==> config.mk <==
export PLATFORM = sky130hd
export DESIGN_NAME = restart_disabled_abort_flags
export DESIGN_NICKNAME = d
export VERILOG_FILES = /design/src/logic/i2c_abort_pkg.sv /design/src/logic/restart_disabled_abort_flags.sv
export SDC_FILE = /design/constraint.sdc
export NUM_CORES = 1
export LEC_CHECK = 0
export ABC_AREA = 1
export BUFFER_PORTS_ARGS = -buffer_cell sky130_fd_sc_hd__buf_2
export CAP_MARGIN = 25
export CORE_UTILIZATION = 35
export DETAILED_ROUTE_END_ITERATION = 10
export MAX_ROUTING_LAYER = met4
export PLACE_DENSITY = 0.57
export SYNTH_ARGS = -nofsm -noshare
export SYNTH_HDL_FRONTEND = slang
export SYNTH_SLANG_ARGS = --single-unit
==> constraint.sdc <==
create_clock -name sys_clk -period 4.75 [get_ports sys_clk]
set_input_delay 0.95 -clock sys_clk [delete_from_list [all_inputs] [get_ports sys_clk]]
set_output_delay 0.95 -clock sys_clk [all_outputs]
set_load 0.005 [all_outputs]
==> src/logic/i2c_abort_pkg.sv <==
`default_nettype none
package i2c_abort_pkg;
	// Register byte offsets
	localparam logic [7:0] CTRL_OFS      = 8'h00;
	localparam logic [7:0] TARGET_OFS    = 8'h04;
	localparam logic [7:0] TXDATA_OFS    = 8'h08;
	localparam logic [7:0] ABORT_SRC_OFS = 8'h0C;
	localparam logic [7:0] ABORT_CLR_OFS = 8'h10;
	localparam logic [7:0] INT_STAT_OFS  = 8'h14;
	localparam logic [7:0] INT_EN_OFS    = 8'h18;
	localparam logic [7:0] INT_CLR_OFS   = 8'h1C;
	localparam logic [7:0] STATUS_OFS    = 8'h20;
	// Field positions
	localparam int CTRL_MASTER_EN_BIT = 0;
	localparam int CTRL_HS_BIT        = 2;
	localparam int CTRL_RESTART_BIT   = 5;
	localparam int TGT_GC_START_BIT   = 10;
	localparam int TGT_CMD_SEL_BIT    = 11;
	localparam int ABRT_HS_BIT        = 8;
	localparam int ABRT_SBYTE_BIT     = 9;
	localparam int INT_ABORT_BIT      = 0;
	localparam int INT_DONE_BIT       = 1;
	localparam int INT_NACK_BIT       = 2;
	localparam int INT_W              = 3;
	// Bus bytes and AXI response codes
	localparam logic [7:0] START_BYTE = 8'h01;
	localparam logic [7:0] GCALL_BYTE = 8'h00;
	localparam logic [1:0] RESP_OKAY   = 2'h0;
	localparam logic [1:0] RESP_SLVERR = 2'h2;
	// Timing: quarter of one bus bit
	localparam int CLK_NS          = 10;
	localparam int STD_QUARTER_NS  = 2500;
	localparam int HS_QUARTER_NS   = 80;
	localparam int STD_QUARTER_CYC = STD_QUARTER_NS / CLK_NS;
	localparam int HS_QUARTER_CYC  = HS_QUARTER_NS / CLK_NS;

	typedef struct packed {
		logic masterEn;
		logic hsMode;
		logic restartEn;
	} ctrl_t;

	typedef struct packed {
		logic       cmdSel;
		logic       gcStart;
		logic [9:0] addr;
	} target_t;

	typedef enum logic [2:0] {
		ST_IDLE  = 3'b000,
		ST_START = 3'b001,
		ST_BIT   = 3'b010,
		ST_ACK   = 3'b011,
		ST_STOP  = 3'b100
	} bus_state_t;

	typedef struct packed {
		ctrl_t            ctrl;
		target_t          tgt;
		logic [7:0]       txByte;
		logic             cmdPend;
		logic             abrtSbyte;
		logic             abrtHs;
		logic             heldSbyte;
		logic             heldHs;
		logic [INT_W-1:0] intStat;
		logic [INT_W-1:0] intEn;
		bus_state_t       busState;
		logic [1:0]       quarter;
		logic [2:0]       bitIdx;
		logic [7:0]       shift;
		logic             firstByte;
		logic             nack;
		logic [11:0]      divCnt;
		logic             sclLow;
		logic             sdaLow;
		logic             sclMeta;
		logic             sclSync;
		logic             sdaMeta;
		logic             sdaSync;
		logic             awHeld;
		logic [7:0]       awAddr;
		logic             wHeld;
		logic [31:0]      wData;
		logic [3:0]       wStrb;
		logic             bvalid;
		logic [1:0]       bresp;
		logic             rvalid;
		logic [31:0]      rdata;
		logic [1:0]       rresp;
	} state_t;

	localparam ctrl_t CTRL_RST = '{masterEn: 1'b1, hsMode: 1'b0, restartEn: 1'b1};
	localparam state_t STATE_RST = '{ctrl: CTRL_RST, sclMeta: 1'b1, sclSync: 1'b1,
		sdaMeta: 1'b1, sdaSync: 1'b1, busState: ST_IDLE, default: '0};
endpackage
`default_nettype wire

==> src/logic/restart_disabled_abort_flags.sv <==
// Operation
// - START byte without restart sets bit 9
// - Clear under live cause: low one cycle
// - Fixed cause: normal clear, stays clear
// - High-speed without restart sets bit 8
// - Flags read-only, reset zero, 1=occurred
//
// The implementer's own choices: the register addresses and the AXI4-Lite register port.
`timescale 1ns/1ps
`default_nettype none
module restart_disabled_abort_flags #(
	parameter int STD_QUARTER = i2c_abort_pkg::STD_QUARTER_CYC,
	parameter int HS_QUARTER  = i2c_abort_pkg::HS_QUARTER_CYC
) (
	// Clock, reset, enable
	input  wire logic        sys_clk,
	input  wire logic        nrst,
	input  wire logic        ce,
	// AXI4-Lite write
	input  wire logic [7:0]  awaddr,
	input  wire logic        awvalid,
	output logic             awready,
	input  wire logic [31:0] wdata,
	input  wire logic [3:0]  wstrb,
	input  wire logic        wvalid,
	output logic             wready,
	output logic [1:0]       bresp,
	output logic             bvalid,
	input  wire logic        bready,
	// AXI4-Lite read
	input  wire logic [7:0]  araddr,
	input  wire logic        arvalid,
	output logic             arready,
	output logic [31:0]      rdata,
	output logic [1:0]       rresp,
	output logic             rvalid,
	input  wire logic        rready,
	// I2C pins, open drain
	input  wire logic        sclIn,
	output logic             sclOut,
	output logic             sclOeN,
	input  wire logic        sdaIn,
	output logic             sdaOut,
	output logic             sdaOeN,
	// Interrupt
	output logic             irq
);
	i2c_abort_pkg::state_t s_q;
	i2c_abort_pkg::state_t s_d;
	logic                  rstMeta_q;
	logic                  rstSync_q;

	// Register read mux: {ok, data}
	function automatic logic [32:0] regRead(input logic [7:0] a, input i2c_abort_pkg::state_t st);
		logic [31:0] v;
		logic        ok;
		v = '0;
		ok = 1'b1;
		unique case (a)
			i2c_abort_pkg::CTRL_OFS: begin
				v[i2c_abort_pkg::CTRL_MASTER_EN_BIT] = st.ctrl.masterEn;
				v[i2c_abort_pkg::CTRL_HS_BIT] = st.ctrl.hsMode;
				v[i2c_abort_pkg::CTRL_RESTART_BIT] = st.ctrl.restartEn;
			end
			i2c_abort_pkg::TARGET_OFS: begin
				v[9:0] = st.tgt.addr;
				v[i2c_abort_pkg::TGT_GC_START_BIT] = st.tgt.gcStart;
				v[i2c_abort_pkg::TGT_CMD_SEL_BIT] = st.tgt.cmdSel;
			end
			i2c_abort_pkg::TXDATA_OFS: v[7:0] = st.txByte;
			i2c_abort_pkg::ABORT_SRC_OFS: begin
				v[i2c_abort_pkg::ABRT_SBYTE_BIT] = st.abrtSbyte;
				v[i2c_abort_pkg::ABRT_HS_BIT] = st.abrtHs;
			end
			i2c_abort_pkg::INT_STAT_OFS: v[i2c_abort_pkg::INT_W-1:0] = st.intStat;
			i2c_abort_pkg::INT_EN_OFS: v[i2c_abort_pkg::INT_W-1:0] = st.intEn;
			i2c_abort_pkg::ABORT_CLR_OFS, i2c_abort_pkg::INT_CLR_OFS: v = '0;
			i2c_abort_pkg::STATUS_OFS: begin
				v[0] = (st.busState != i2c_abort_pkg::ST_IDLE);
				v[1] = st.cmdPend;
				v[2] = st.nack;
			end
			default: ok = 1'b0;
		endcase
		return {ok, v};
	endfunction

	// Byte-lane merge
	function automatic logic [31:0] laneMerge(input logic [31:0] old, input logic [31:0] nw,
		input logic [3:0] strb);
		logic [31:0] r;
		r = old;
		for (int i = 0; i < 4; i++) begin
			if (strb[i]) begin
				r[i*8 +: 8] = nw[i*8 +: 8];
			end
		end
		return r;
	endfunction

	// Reset release synchroniser
	always_ff @(posedge sys_clk or negedge nrst) begin
		if (!nrst) begin
			rstMeta_q <= 1'b0;
			rstSync_q <= 1'b0;
		end else begin
			rstMeta_q <= 1'b1;
			rstSync_q <= rstMeta_q;
		end
	end

	assign awready = !s_q.awHeld && !s_q.bvalid;
	assign wready  = !s_q.wHeld && !s_q.bvalid;
	assign arready = !s_q.rvalid;
	assign bvalid  = s_q.bvalid;
	assign bresp   = s_q.bresp;
	assign rvalid  = s_q.rvalid;
	assign rdata   = s_q.rdata;
	assign rresp   = s_q.rresp;
	assign sclOut  = 1'b0;
	assign sdaOut  = 1'b0;
	assign sclOeN  = !s_q.sclLow;
	assign sdaOeN  = !s_q.sdaLow;
	assign irq     = |(s_q.intStat & s_q.intEn);

	always_comb begin
		logic [32:0]                   rr;
		logic [32:0]                   wr;
		logic [31:0]                   wv;
		logic                          clrAbort;
		logic [i2c_abort_pkg::INT_W-1:0] intClr;
		logic [i2c_abort_pkg::INT_W-1:0] ev;
		logic                          causeS;
		logic                          causeH;
		logic                          reqTake;
		logic                          tick;
		logic [7:0]                    firstB;
		rr = '0;
		wr = '0;
		wv = '0;
		clrAbort = 1'b0;
		intClr = '0;
		ev = '0;
		firstB = '0;
		causeS = 1'b0;
		causeH = 1'b0;
		reqTake = 1'b0;
		tick = 1'b0;
		s_d = s_q;

		// Pin synchronisers
		s_d.sclMeta = sclIn;
		s_d.sclSync = s_q.sclMeta;
		s_d.sdaMeta = sdaIn;
		s_d.sdaSync = s_q.sdaMeta;

		// Write channel capture, either order
		if (awvalid && awready) begin
			s_d.awHeld = 1'b1;
			s_d.awAddr = awaddr;
		end
		if (wvalid && wready) begin
			s_d.wHeld = 1'b1;
			s_d.wData = wdata;
			s_d.wStrb = wstrb;
		end
		if (s_q.bvalid && bready) begin
			s_d.bvalid = 1'b0;
		end
		if (s_q.awHeld && s_q.wHeld && !s_q.bvalid) begin
			wr = regRead(s_q.awAddr, s_q);
			wv = laneMerge(wr[31:0], s_q.wData, s_q.wStrb);
			s_d.awHeld = 1'b0;
			s_d.wHeld = 1'b0;
			s_d.bvalid = 1'b1;
			s_d.bresp = wr[32] ? i2c_abort_pkg::RESP_OKAY : i2c_abort_pkg::RESP_SLVERR;
			unique case (s_q.awAddr)
				i2c_abort_pkg::CTRL_OFS: begin
					s_d.ctrl.masterEn = wv[i2c_abort_pkg::CTRL_MASTER_EN_BIT];
					s_d.ctrl.hsMode = wv[i2c_abort_pkg::CTRL_HS_BIT];
					s_d.ctrl.restartEn = wv[i2c_abort_pkg::CTRL_RESTART_BIT];
				end
				i2c_abort_pkg::TARGET_OFS: begin
					s_d.tgt.addr = wv[9:0];
					s_d.tgt.gcStart = wv[i2c_abort_pkg::TGT_GC_START_BIT];
					s_d.tgt.cmdSel = wv[i2c_abort_pkg::TGT_CMD_SEL_BIT];
				end
				i2c_abort_pkg::TXDATA_OFS: begin
					if (s_q.wStrb[0]) begin
						s_d.txByte = wv[7:0];
						s_d.cmdPend = 1'b1;
					end
				end
				i2c_abort_pkg::ABORT_CLR_OFS: clrAbort = s_q.wStrb[0] && s_q.wData[0];
				i2c_abort_pkg::INT_EN_OFS: s_d.intEn = wv[i2c_abort_pkg::INT_W-1:0];
				i2c_abort_pkg::INT_CLR_OFS: intClr = s_q.wData[i2c_abort_pkg::INT_W-1:0];
				default: ;
			endcase
		end

		// Read channel
		if (s_q.rvalid && rready) begin
			s_d.rvalid = 1'b0;
		end
		if (arvalid && arready) begin
			rr = regRead(araddr, s_q);
			s_d.rvalid = 1'b1;
			s_d.rdata = rr[31:0];
			s_d.rresp = rr[32] ? i2c_abort_pkg::RESP_OKAY : i2c_abort_pkg::RESP_SLVERR;
		end

		// Abort causes while repeated start is off
		causeS = !s_q.ctrl.restartEn && s_q.tgt.cmdSel && s_q.tgt.gcStart;
		causeH = !s_q.ctrl.restartEn && s_q.ctrl.hsMode;
		reqTake = (s_q.busState == i2c_abort_pkg::ST_IDLE) && s_q.cmdPend && s_q.ctrl.masterEn;
		s_d.abrtSbyte = (s_q.abrtSbyte && !clrAbort) || (reqTake && causeS)
			|| (s_q.heldSbyte && causeS && !clrAbort);
		s_d.abrtHs = (s_q.abrtHs && !clrAbort) || (reqTake && causeH)
			|| (s_q.heldHs && causeH && !clrAbort);
		// Held cause drops once software fixes it
		s_d.heldSbyte = causeS && (s_q.heldSbyte || reqTake);
		s_d.heldHs = causeH && (s_q.heldHs || reqTake);

		// Quarter-bit divider
		tick = (s_q.divCnt == '0);
		if (s_q.busState != i2c_abort_pkg::ST_IDLE) begin
			if (tick) begin
				s_d.divCnt = s_q.ctrl.hsMode ? 12'(HS_QUARTER - 1) : 12'(STD_QUARTER - 1);
			end else begin
				s_d.divCnt = s_q.divCnt - 12'h001;
			end
		end

		// Bus sequencer
		if (s_q.tgt.cmdSel) begin
			firstB = s_q.tgt.gcStart ? i2c_abort_pkg::START_BYTE : i2c_abort_pkg::GCALL_BYTE;
		end else begin
			firstB = {s_q.tgt.addr[6:0], 1'b0};
		end
		unique case (s_q.busState)
			i2c_abort_pkg::ST_IDLE: begin
				s_d.sclLow = 1'b0;
				s_d.sdaLow = 1'b0;
				if (reqTake) begin
					s_d.cmdPend = 1'b0;
					if (causeS || causeH) begin
						ev[i2c_abort_pkg::INT_ABORT_BIT] = 1'b1;
					end else begin
						s_d.busState = i2c_abort_pkg::ST_START;
						s_d.sdaLow = 1'b1;
						s_d.nack = 1'b0;
						s_d.divCnt = s_q.ctrl.hsMode ? 12'(HS_QUARTER - 1) : 12'(STD_QUARTER - 1);
					end
				end
			end
			i2c_abort_pkg::ST_START: begin
				if (tick) begin
					s_d.busState = i2c_abort_pkg::ST_BIT;
					s_d.sclLow = 1'b1;
					s_d.quarter = 2'h0;
					s_d.bitIdx = 3'h7;
					s_d.shift = firstB;
					s_d.firstByte = 1'b1;
					s_d.sdaLow = !firstB[7];
				end
			end
			i2c_abort_pkg::ST_BIT: begin
				if (tick) begin
					s_d.quarter = s_q.quarter + 2'h1;
					unique case (s_q.quarter)
						2'h0: s_d.sclLow = 1'b0;
						2'h1: ;
						2'h2: s_d.sclLow = 1'b1;
						2'h3: begin
							if (s_q.bitIdx == 3'h0) begin
								s_d.busState = i2c_abort_pkg::ST_ACK;
								s_d.sdaLow = 1'b0;
							end else begin
								s_d.bitIdx = s_q.bitIdx - 3'h1;
								s_d.sdaLow = !s_q.shift[s_q.bitIdx - 3'h1];
							end
						end
					endcase
				end
			end
			i2c_abort_pkg::ST_ACK: begin
				if (tick) begin
					s_d.quarter = s_q.quarter + 2'h1;
					unique case (s_q.quarter)
						2'h0: s_d.sclLow = 1'b0;
						2'h1: s_d.nack = s_q.sdaSync;
						2'h2: s_d.sclLow = 1'b1;
						2'h3: begin
							if (s_q.nack || !s_q.firstByte) begin
								s_d.busState = i2c_abort_pkg::ST_STOP;
								s_d.sdaLow = 1'b1;
							end else begin
								s_d.busState = i2c_abort_pkg::ST_BIT;
								s_d.shift = s_q.txByte;
								s_d.firstByte = 1'b0;
								s_d.bitIdx = 3'h7;
								s_d.sdaLow = !s_q.txByte[7];
							end
						end
					endcase
				end
			end
			i2c_abort_pkg::ST_STOP: begin
				if (tick) begin
					s_d.quarter = s_q.quarter + 2'h1;
					if (s_q.quarter == 2'h0) begin
						s_d.sclLow = 1'b0;
					end else if (s_q.quarter == 2'h1) begin
						s_d.sdaLow = 1'b0;
					end else begin
						s_d.busState = i2c_abort_pkg::ST_IDLE;
						s_d.quarter = 2'h0;
						ev[i2c_abort_pkg::INT_DONE_BIT] = 1'b1;
						ev[i2c_abort_pkg::INT_NACK_BIT] = s_q.nack;
					end
				end
			end
			default: s_d.busState = i2c_abort_pkg::ST_IDLE;
		endcase

		// Sticky interrupt status, set beats clear
		s_d.intStat = (s_q.intStat & ~intClr) | ev;
	end

	always_ff @(posedge sys_clk or negedge rstSync_q) begin
		if (!rstSync_q) begin
			s_q <= i2c_abort_pkg::STATE_RST;
		end else if (ce) begin
			s_q <= s_d;
		end
	end
endmodule
`default_nettype wire

# After elaboration in Yosys (flattened, before gate mapping)

Cells that the tools add are included.

Register bits after elaboration: 134
Output and inout bits: 46
Word-level logic and storage cells: 261

Add/subtract/negate cells: 3
Order comparisons: 1
Equality and inequality tests: 39
Mux-type cells: 92
Bitwise operators: 4
Reduce and logical (&&, ||, !) cells: 84

Operator list:

| operator           | count |
|---|---|
| $eq 8x5->1 const B | 8 |
| $mux 12            | 5 |
| $mux 37            | 1 |
| $mux 35            | 1 |
| $mux 3             | 11 |
| $eq 8x4->1 const B | 4 |
| $mux 8             | 4 |
| $mux 1             | 30 |
| $mux 13            | 2 |
| $ne 2x2->1 const B | 13 |
| $logic_and 1x1->1  | 25 |
| $mux 2             | 11 |
| $pmux 2 s2         | 5 |
| $mux 18            | 1 |
| $pmux 9 s2         | 1 |
| $reduce_and 6->1   | 3 |
| $reduce_or 9->1    | 2 |
| $mux 17            | 1 |
| $eq 8x3->1 const B | 2 |
| $eq 8x6->1 const B | 2 |
| $logic_not 8->1    | 2 |
| $reduce_and 2->1   | 8 |
| $mux 5             | 3 |
| $pmux 3 s5         | 1 |
| other kinds (38)   | 77 |

# Depth between registers and ports, before layout

Gate-level depths: netlist of the first run.

Word-level depth: 8
Depth in mapped cells: 12

# Least setup slack after synthesis of the first run

Ideal clock, no wire load.

Kind: input to register
Start: input ce
End: register s_q[53] (netlist bit)
Arrival: 1.903 ns
Required time: 4.625 ns
Path slack: 2.722 ns
Cell stages on the path: 4
Buffers on the path: 2
Cell sequence: buf_2 -> nand3_2 -> clkbuf_1 -> mux2_2

Word-level cells in the longest chain between the ends: 1

Ends and longest elaborated chain:

| element                           | line                                | RTL |
|---|---|---|
| start: declaration                | restart_disabled_abort_flags.sv:18  | `input wire logic ce,` |
| $reduce_and 2->1 (no source line) | -                                   |  |
| end signal: assignment            | restart_disabled_abort_flags.sv:332 | `s_q <= i2c_abort_pkg::STATE_RST;` |
| end: declaration                  | restart_disabled_abort_flags.sv:48  | `i2c_abort_pkg::state_t s_q;` |

No other way between the ends.
A chain may end at the register's enable or synchronous reset.

# Final worst setup path of the first run

Start: input ce
End: register s_q[131] (netlist bit)

Word-level cells in the longest chain between the ends: 1

Ends and longest elaborated chain:

| element |
|---|
| $reduce_and 4->1 (no source line) |

No other way between the ends.

==> results of run 1 <==
-- state kept, by name, indices dropped and copies added (netlist names) --
signal     cells
bvalid         1
rstSync_q      1
rvalid         1
rresp          1
s_d            1
rstMeta_q      1
bresp          1
rdata         12
s_q           91
-- cell usage in the layout (no fill, tap or decap), types with 8 or more instances in the layout --
master	instances
nand4_1	10
ha_1	8
nand3_1	81
clkbuf_16	9
buf_2	60
mux2_2	10
nor2_1	80
o21ai_0	45
inv_2	8
a21oi_1	36
nor3_1	9
dfrtp_1	105
conb_1	25
nor2_2	8
nand2_1	219
o21ai_2	10
inv_1	92
-- cell families after synthesis --
logic type | count (synthesis) | share of synthesized area [%]
multiplexers | 10 | 1.76
AO/OA/AOI/OAI | 119 | 10.8
XOR/XNOR | 8 | 1.10
buffers and inverters | 153 | 11.5
flip-flops | 110 | 43.2
adder cells (fa/ha/maj) | 8 | 1.57
other | 2 | 0.118
AND/OR/NAND/NOR | 435 | 29.9
-- critical path, delay by kind of cell --
kind / cells / cell delay, ns
and+or+nand+nor: 4 / 1.04
buffers and inverters: 4 / 0.75
-- per-stage QoR --
step | util [%] | total power, mW
6_report | 39.3 | 2.48
5_1_grt | 39.3 | 2.63
4_1_cts | 39.2 | 2.50
3_5_place_dp | 37.6 | 1.76
3_3_place_gp | 37.6 | 1.75
2_1_floorplan | - | 1.62
-- final timing paths --
kind	endpoint	slack, ns	cells past startpoint
worst max-delay path	s_q[131]$_DFFE_PN0P_	2.26	8
min in group sys_clk	rstSync_q$_DFF_PN0_	0.35	0
worst max register to register	s_q[101]$_DFFE_PN0P_	2.61	10
worst min-delay path	s_q[92]$_DFFE_PN0P_	0.14	0
max in group asynchronous	s_q[151]$_DFFE_PN1P_	3.52	2
worst min register to register	s_q[92]$_DFFE_PN0P_	0.14	0
-- layer usage --
layer / up-vias / wire length (um) / track usage [%]
met2: 106 / 7290 / 29.5
met5: - / 0 / -
met1: 2526 / 7660 / 23.9
met4: 0 / 273 / 6.35
met3: 19 / 450 / 2.67
li1: 2769 / - / -
-- final cells by class --
| class | count | area (sq um) |
|---|---|---|
| Inverter | 100 | 375 |
| Timing Repair Buffer | 64 | 350 |
| Fill cell | 1889 | 10900 |
| Sequential cell | 110 | 2760 |
| Clock inverter | 5 | 42.5 |
| Tap cell | 229 | 287 |
| Multi-Input combinational cell | 605 | 2980 |
| Clock buffer | 10 | 239 |
-- report_power, final --
group	internal [mW]	total (mW)	switching, mW
combinational	0.208	0.552	0.345
sequential	1.09	1.19	0.105
clock	0.373	0.733	0.360
==> impl_results.md, run 1 <==
- Outcome: finished clean
- Yosys top cell area share: 41.5%
- Via/cell ratio: 4.83
- WS Path Type: in2reg
- Initial Util: 35.7%
- Setup Slack @ Placement: 1.87 ns
- DRT Wirelength: 15700 um
- Diodes inserted: 0
- I/O Pins: 108
- Yosys warning total: 0
- Number of synthesized flops with an enable pin: 0
- Post-DP Area: 6730 sq um
- FMAX: 401 MHz
- Fin Clk Skew: 0.00723 ns
- First-pass DRT Iterations: 7
- Share of layout cells above drive strength 1: 16.3%
- Die footprint: 18800 sq um
- TritonCTS clock tree: yes
- Critical path launch point type: input port
- Clk pin slew, worst setup/hold paths: 0.07 ns
- Max-cap violations: 0
- Ys flop type: dfrtp_1
- Crit. End Element: flip-flop
- Area growth syn-to-layout: 10.1%
- Count of pins over their slew limit: 0
- Worst Tran Pin Value: 0.822 ns
- Vias in the first global route: 5096
- Post-Synthesis Cells: 845
- Congestion Overflow GR: 0
- Post-route clock period utilization: 52.5%
- Sum Neg Setup Slack: 0 ns
- CP cell instances: buf_2, inv_1, nor2_1, inv_2, nor3_2, inv_1, nand2_1, nand2_1
- Nets@finish: 960
- Row count: 49
- Initial drt markers: 363
- CTS Root Cell: clkbuf_16
- Crit Reg-Reg Startpoint: s_q[118]$_DFFE_PN0P_
- Sequential area share after synthesis: 43.2%
- Static leakage: 3.54 nW
- First-pass GRT wire length: 25800 um
- Hold Crit Class: reg2async
- CORE AREA: 17900 sq um
- Setup crit start: ce
- Cts bufs inserted: 9
- Final Hold Fails: 0
- Die Ht: 137 um
- Cell area after layout: 7040 sq um
- # resized after CTS: 0
- Max stage delay on crit path: 0.53 ns
- Post-synthesis cell area: 6390 sq um
- Final setup fails: 0
- Port bufs: 60
- DRC Markers: 0
- Detailed-route via count: 5420
- Mean Syn Cell Area: 7.56 sq um
- WP data required: 5.00 ns
- Die W: 137 um
- Post-route ant nets: 0
- Async set or reset register ratio after synthesis: 100%
- Pin count of the biggest net entering global routing: 75
- Min Hold Slack: 0.140 ns
- Most frequent cell after synthesis: nand2_1
- Critical path arrival: 2.74 ns
- Area leader, netlist: dfrtp_1
- Count of cell types in the netlist: 43
- Clock insertion delay at the later pin of the skew report: 0.36 ns
- Initial antenna violation count: 0
- Crit-path max FO: 13
- GP Congestion: 0.940
- Max VDD drop: 0.203 mV
- RSZ-0062 raised after global routing: no
- Clock Path Buffers: 2
- FF+latch count, synth: 110
- Post-CTS Setup Repair Bufs: 0
- Placed Cells: 1107
- Power Density: 352 nW/um^2
- GRT Total Usage: 18.5%
- Worst path slowest cell: nor3_2
- Synth area leaders: dfrtp_1 42%, nand2_1 13%, nand3_1 6.3%, inv_1 5.4%, buf_4 4.7%
- Sinks on Clock Net: 110
- Max_slew headroom: 44.8%
- Final min period: 2.49 ns
- H-Tree Depth: 3
- DP HPWL: 11700 um
- Non-filler cells, final: 1123
- Routed len/inst: 14.0 um
- Hold-fix buffers, CTS: 0
- Worst Slack Setup Final: 2.26 ns
- Synth cell count leaders: 219 x nand2_1, 106 x dfrtp_1, 92 x inv_1
Power figures use the tool's default switching activity.
==> run 2: changes to the inputs <==
PLACE_DENSITY = 0.59   (was 0.57)
clock period = 2 ns   (was 4.75 ns; I/O delays follow)
==> impl_results.md, run 2 (synthesis results as in run 1) <==
- Outcome: finished clean
- Port bufs: 60 (unchanged)
- RSZ-0062 raised after global routing: no
- Worst hold start: sdaIn
- Critical path's top delay family: simple AND/OR/NAND/NOR gates
- Worst Tran Pin Value: 0.500 ns (-0.322 ns)
- Fin Clk Skew: 0.00585 ns (-0.00138 ns)
- Post-route clock period utilization: 92.0%
- Row count: 49 (unchanged)
- H-Tree Depth: 3 (unchanged)
- Buffers and inverters on the worst path: 1 (-3)
- Final Hold Fails: 0 (unchanged)
- Clock insertion delay at the later pin of the skew report: 0.36 ns (about the same)
- Fillers: 1927 (+2.0%)
- Die footprint: 18800 sq um (unchanged)
- Sum Neg Setup Slack: 0 ns (unchanged)
- Sinks on Clock Net: 110 (unchanged)
- WP data required: 2.24 ns (-2.76 ns)
- Nets@finish: 982 (+2.3%)
- Power Density: 835 nW/um^2 (+140%)
- Max-cap violations: 0 (unchanged)
- Clk pin slew, worst setup/hold paths: 0.07 ns (about the same)
- # resized after CTS: 0 (unchanged)
- Initial antenna violation count: 0 (unchanged)
- Final min period: 1.84 ns
- Static leakage: 3.66 nW (+3.3%)
- WS Path Type: reg2reg
- DRC Markers: 0 (unchanged)
- Routed len/inst: 13.9 um (-0.25%)
- Critical path launch point type: flip-flop
- DRT Wirelength: 16000 um (+1.8%)
- Critical path arrival: 2.08 ns (-0.66 ns)
- Max stage delay on crit path: 0.39 ns (-0.14 ns)
- Vias in the first global route: 5119 (+0.45%)
- DP HPWL: 12500 um (+6.8%)
- Clock Path Buffers: 2 (unchanged)
- First-pass GRT wire length: 26200 um (+1.4%)
- Diodes inserted: 0 (unchanged)
- Hold endpoint: s_d[84]$_DFFE_PN1P_
- R2R cell count: 8 (-2)
- Initial Util: 35.7% (unchanged)
- Max FFs per register: 91 (unchanged)
- Die W: 137 um (unchanged)
- Crit. End Element: flip-flop
- Post-route ant nets: 0 (unchanged)
- CORE AREA: 17900 sq um (unchanged)
- Crit Reg-Reg Startpoint: s_q[80]$_DFFE_PN0P_
- I/O Pins: 108 (unchanged)
- Crit-path max FO: 9 (-4)
- Area of the multi-input gates: 2980 sq um (unchanged)
- Worst path slowest cell: dfrtp_1
- Max_slew headroom: 66.4% (+22 points)
- Reg2Reg Setup Slack: 0.16 ns (-2.45 ns)
- Non-filler cells, final: 1146 (+2.0%)
- TritonCTS clock tree: yes
- Pin count of the biggest net entering global routing: 35 (-53%)
- Detailed-route via count: 5564 (+2.7%)
- Area growth syn-to-layout: 12.9%
- Die Ht: 137 um (unchanged)
- GRT Total Usage: 18.8% (+0.32 points)
- R2R Path End: s_q[150]$_DFFE_PN0P_
- CP cell instances: inv_1, nand2_1, nor2_2, nand2_2, nor2_4, nand2_1, nor2_1, a21oi_1
- Cts bufs inserted: 9 (unchanged)
- Max VDD drop: 0.525 mV (+160%)
- Placed Cells: 1129 (+2.0%)
- Util after Layout: 40.3% (+1.0 points)
- FMAX: 544 MHz
- Most common cell after layout, fill and taps aside: nand2_1
- Commonest cells after routing, fill and taps aside: 219 x nand2_1, 105 x dfrtp_1, 92 x inv_1, 81 x nand3_1, 80 x nor2_1
- Crit path depth: 8 (unchanged)
- Congestion Overflow GR: 0 (unchanged)
- Via/cell ratio: 4.86 (+0.60%)
- Count of pins over their slew limit: 0 (unchanged)
- Final setup fails: 0 (unchanged)
- CTS Root Cell: clkbuf_16
- Share of layout cells above drive strength 1: 18.2% (+1.9 points)
- Hold depth: 3
- GP Congestion: 0.940 (about the same)
- Initial drt markers: 322 (-11%)
- Biggest register: s_q
- Hold Crit Class: in2reg
- CP dominant cell by count: nand2_1
- First-pass DRT Iterations: 4 (-3)
- Register area: 2760 sq um (unchanged)
==> run 2: cell types whose count changed in the layout (fill, tap and decap cells not counted) <==
cell,before,now
clkinv_2,0,1
inv_8,0,1
buf_4,3,24
inv_6,2,0
buf_12,0,1
bufinv_16,0,1
clkbuf_8,1,0
buf_16,1,0
clkbuf_1,0,1
dlygate4sd3_1,0,1
==> run 2: area by class of cell <==
| class | count | area share [%] |
|---|---|---|
| clock inverters | 6 | 0.988 |
| inverters | 100 | 5.20 |
| flip-flops and latches | 110 | 38.3 |
| well taps | 229 | 3.97 |
| multi-input cells | 605 | 41.3 |
| clock buffers | 10 | 3.17 |
| repair buffers | 86 | 7.07 |
==> run 2: worst max-delay path by stage <==
stage                         from                    to
4_1_cts        s_q[80]$_DFFE_PN0P_  s_q[150]$_DFFE_PN0P_
3_5_place_dp   s_q[79]$_DFFE_PN0P_  s_q[150]$_DFFE_PN0P_
3_3_place_gp   s_q[90]$_DFFE_PN0P_   s_q[92]$_DFFE_PN0P_
2_1_floorplan  rstSync_q$_DFF_PN0_  bresp[1]$_DFFE_PN0P_
6_report       s_q[80]$_DFFE_PN0P_  s_q[150]$_DFFE_PN0P_
5_1_grt        s_q[80]$_DFFE_PN0P_  s_q[150]$_DFFE_PN0P_
==> run 2: metal layers <==
metal | global-route usage (%) | share of wire, % | wire length, um
met3 | 1.96 | 3.7 | 589
met5 | - | 0 | 0
met1 | 25.6 | 49 | 7810
met4 | 6.90 | 1.8 | 291
met2 | 29.0 | 46 | 7270
==> run 2: worst min-delay path, delay by kind of cell <==
| kind | cells | cell delay [ns] |
|---|---|---|
| buffers and inverters | 1 | 0.10 |
| AND/OR/NAND/NOR | 2 | 0.12 |
==> run 2: timing repair <==
action	CTS	global route
buffers inserted	0	0
endpoints found under the hold margin	2	0
hold buffers	1	0
==> run 2: per-stage QoR <==
stage	setup slack, ns	instance area, sq um	power, mW	hold WS [ns]
6_report	0.161	7220	6.03	0.250
5_1_grt	0.0109	7220	6.40	0.261
4_1_cts	0.173	7220	6.09	0.242
3_5_place_dp	0.215	6910	4.23	0.189
3_3_place_gp	0.226	6910	4.21	0.187
2_1_floorplan	0.163	6480	3.84	0.104
==> run 2: power breakdown <==
| part | leakage (nW) | internal, mW | switching, mW |
|---|---|---|---|
| clock network | 0.145 | 0.984 | 0.855 |
| registers | 1.33 | 2.58 | 0.235 |
| logic | 2.18 | 0.531 | 0.844 |
| total | 3.66 | 4.09 | 1.93 |
==> run 3: changes to the inputs <==
PLACE_DENSITY = 0.57   (was 0.59)
clock period = 2.3 ns   (was 2 ns; I/O delays follow)
==> impl_results.md, run 3 (synthesis results as in run 1) <==
- Outcome: finished clean
- Seq pwr share: 46.5% (-0.2 points)
- Die W: 137 um (unchanged)
- Share of layout cells above drive strength 1: 17.4% (-0.79 points)
- Final Hold Fails: 0 (unchanged)
- Vias in the first global route: 5091 (-0.55%)
- Diodes inserted: 0 (unchanged)
- Combinational Power Share: 21.4% (-1.4 points)
- Detailed-route via count: 5468 (-1.7%)
- Sinks on Clock Net: 110 (unchanged)
- Biggest register: s_q
- DRT Wirelength: 15800 um (-0.80%)
- Reg2Reg Setup Slack: 0.48 ns (+0.32 ns)
- GRT Total Usage: 18.5% (-0.30 points)
- Initial drt markers: 304 (-5.6%)
- H-Tree Depth: 3 (unchanged)
- WS Path Type: reg2reg
- Static leakage: 3.62 nW (-1.0%)
- Fin Clk Skew: 0.00869 ns (+0.00285 ns)
- DRC Markers: 0 (unchanged)
- First-pass GRT wire length: 26000 um (-0.63%)
- Congestion Overflow GR: 0 (unchanged)
- Clock Path Buffers: 2 (unchanged)
- Critical path arrival: 2.07 ns (about the same)
- CTS Root Cell: clkbuf_16
- Critical path launch point type: flip-flop
- First-pass DRT Iterations: 5 (+1)
- Initial Util: 35.7% (unchanged)
- Fillers: 1886 (-2.1%)
- Internal Power: 3.58 mW (-13%)
- DP HPWL: 12300 um (-2.2%)
- Post-route ant nets: 0 (unchanged)
- Switching pwr: 1.73 mW (-11%)
- Worst Tran Pin Value: 0.591 ns (+0.0911 ns)
- Nets@finish: 972 (-1.0%)
- Crit. End Element: flip-flop
- I/O Pins: 108 (unchanged)
- Die footprint: 18800 sq um (unchanged)
- Row count: 49 (unchanged)
- R2R Path End: s_q[132]$_DFFE_PN0P_
- GP Congestion: 0.934 (-0.61%)
- Post-route clock period utilization: 79.0% (-13 points)
- CORE AREA: 17900 sq um (unchanged)
- Cts bufs inserted: 9 (unchanged)
- Final setup fails: 0 (unchanged)
- Hold Crit Class: reg2async
- Max-cap violations: 0 (unchanged)
- Max VDD drop: 0.465 mV (-11%)
- Commonest cells after routing, fill and taps aside: 219 x nand2_1, 105 x dfrtp_1, 92 x inv_1, 81 x nand3_1, 80 x nor2_1
- Via/cell ratio: 4.81 (-0.86%)
- R2R cell count: 9 (+1)
- Power Density: 741 nW/um^2 (-11%)
- TritonCTS clock tree: yes
- Post-CTS Setup Repair Bufs: 0 (unchanged)
- Power share of the clock group: 32.1% (+1.6 points)
- Area growth syn-to-layout: 12.1%
- Max_slew headroom: 60.5% (-5.9 points)
- Crit Reg-Reg Startpoint: bvalid$_DFFE_PN0P_
- Switching portion of total power: 32.5% (+0.46 points)
- Clk pin slew, worst setup/hold paths: 0.08 ns (about the same)
- Most common cell after layout, fill and taps aside: nand2_1
- Sum Neg Setup Slack: 0 ns (unchanged)
- Die Ht: 137 um (unchanged)
- Max FFs per register: 91 (unchanged)
- Final min period: 1.82 ns (-0.0219 ns)
- WP data required: 2.56 ns (+0.32 ns)
- Setup crit start: bvalid$_DFFE_PN0P_
- FMAX: 550 MHz (+1.2%)
- Pin count of the biggest net entering global routing: 46 (+31%)
- Routed len/inst: 13.9 um (about the same)
- Util after Layout: 40.0% (-0.29 points)
- Initial antenna violation count: 0 (unchanged)
- Critical Path Sink: s_q[132]$_DFFE_PN0P_
- RSZ-0062 raised after global routing: no
- Clock insertion delay at the later pin of the skew report: 0.36 ns (about the same)
- Port bufs: 60 (unchanged)
- Count of pins over their slew limit: 0 (unchanged)
- Crit-path max FO: 11 (+2)
run 3: cell count changes in the layout (fill, tap and decap cells not counted):
cell	change
buf_4	-10
clkbuf_1	-1
clkbuf_8	+1
clkinv_2	-1
clkinv_4	-2
clkinv_8	+1
clkinvlp_4	-1
inv_6	+3
run 3: repair_timing:
item                                   4_1_cts  5_1_grt
hold buffers                                 1        0
endpoints found under the hold margin        2        0
gates resized for setup                      0        0
run 3: per-stage QoR:
stage               total power [mW]  area (sq um)  hold slack [ns]  setup slack (ns)  std cells
detailed placement              3.65          6830            0.247             0.467       1119
global placement                3.63          6830            0.247             0.476       1119
finish                          5.31          7160            0.284             0.483       1136
CTS                             5.37          7160            0.285             0.475       1136
global route                    5.63          7160            0.308             0.299       1136
floorplan                       3.34          6480            0.164             0.463        868
run 3: worst min-delay path by stage:
| stage | from | endpoint | slack (ns) | cells past startpoint |
|---|---|---|---|---|
| floorplan | nrst | rstMeta_q$_DFF_PN0_ | 0.16 | 0 |
| global placement | nrst | rstMeta_q$_DFF_PN0_ | 0.25 | 1 |
| detailed placement | nrst | rstMeta_q$_DFF_PN0_ | 0.25 | 1 |
| CTS | sdaIn | s_d[84]$_DFFE_PN1P_ | 0.28 | 3 |
| global route | sdaIn | s_d[84]$_DFFE_PN1P_ | 0.31 | 3 |
| finish | rstSync_q$_DFF_PN0_ | s_q[97]$_DFFE_PN0P_ | 0.28 | 0 |
run 3: area by class of cell:
class                      count  area, sq um  share of cell area [%]
clock buffer                  10          239                    3.34
clock inverter                 6         83.8                    1.17
inverter                     100          375                    5.24
multi-input combinational    605         2980                    41.6
sequential                   110         2760                    38.5
tap                          229          287                    4.00
timing repair buffer          76          435                    6.08
run 3: power groups by stage:
stage               clock network (mW)  logic, mW  registers [mW]
finish                            1.71       1.14            2.47
global route                      1.82       1.30            2.51
CTS                               1.76       1.14            2.47
detailed placement                   0       1.14            2.51
global placement                     0       1.12            2.51
floorplan                            0      0.890            2.45
run 3: worst max-delay path, cell delays in order, from the launching register on:
cell and delay (ns):
dfrtp_1 0.43, nor2_1 0.11, nand2_1 0.14, nor2_1 0.28
inv_2 0.16, nor3_2 0.13, buf_4 0.20, inv_1 0.12
nand2_1 0.08, nand2_1 0.05
run 3: per-layer routing:
metal / vias up / part of all wire, % / track usage [%]
li1: 2774 / - / -
met5: - / 0 / -
met3: 19 / 3.3 / 3.37
met4: 0 / 1.7 / 5.62
met2: 112 / 47 / 29.1
met1: 2563 / 48 / 24.2
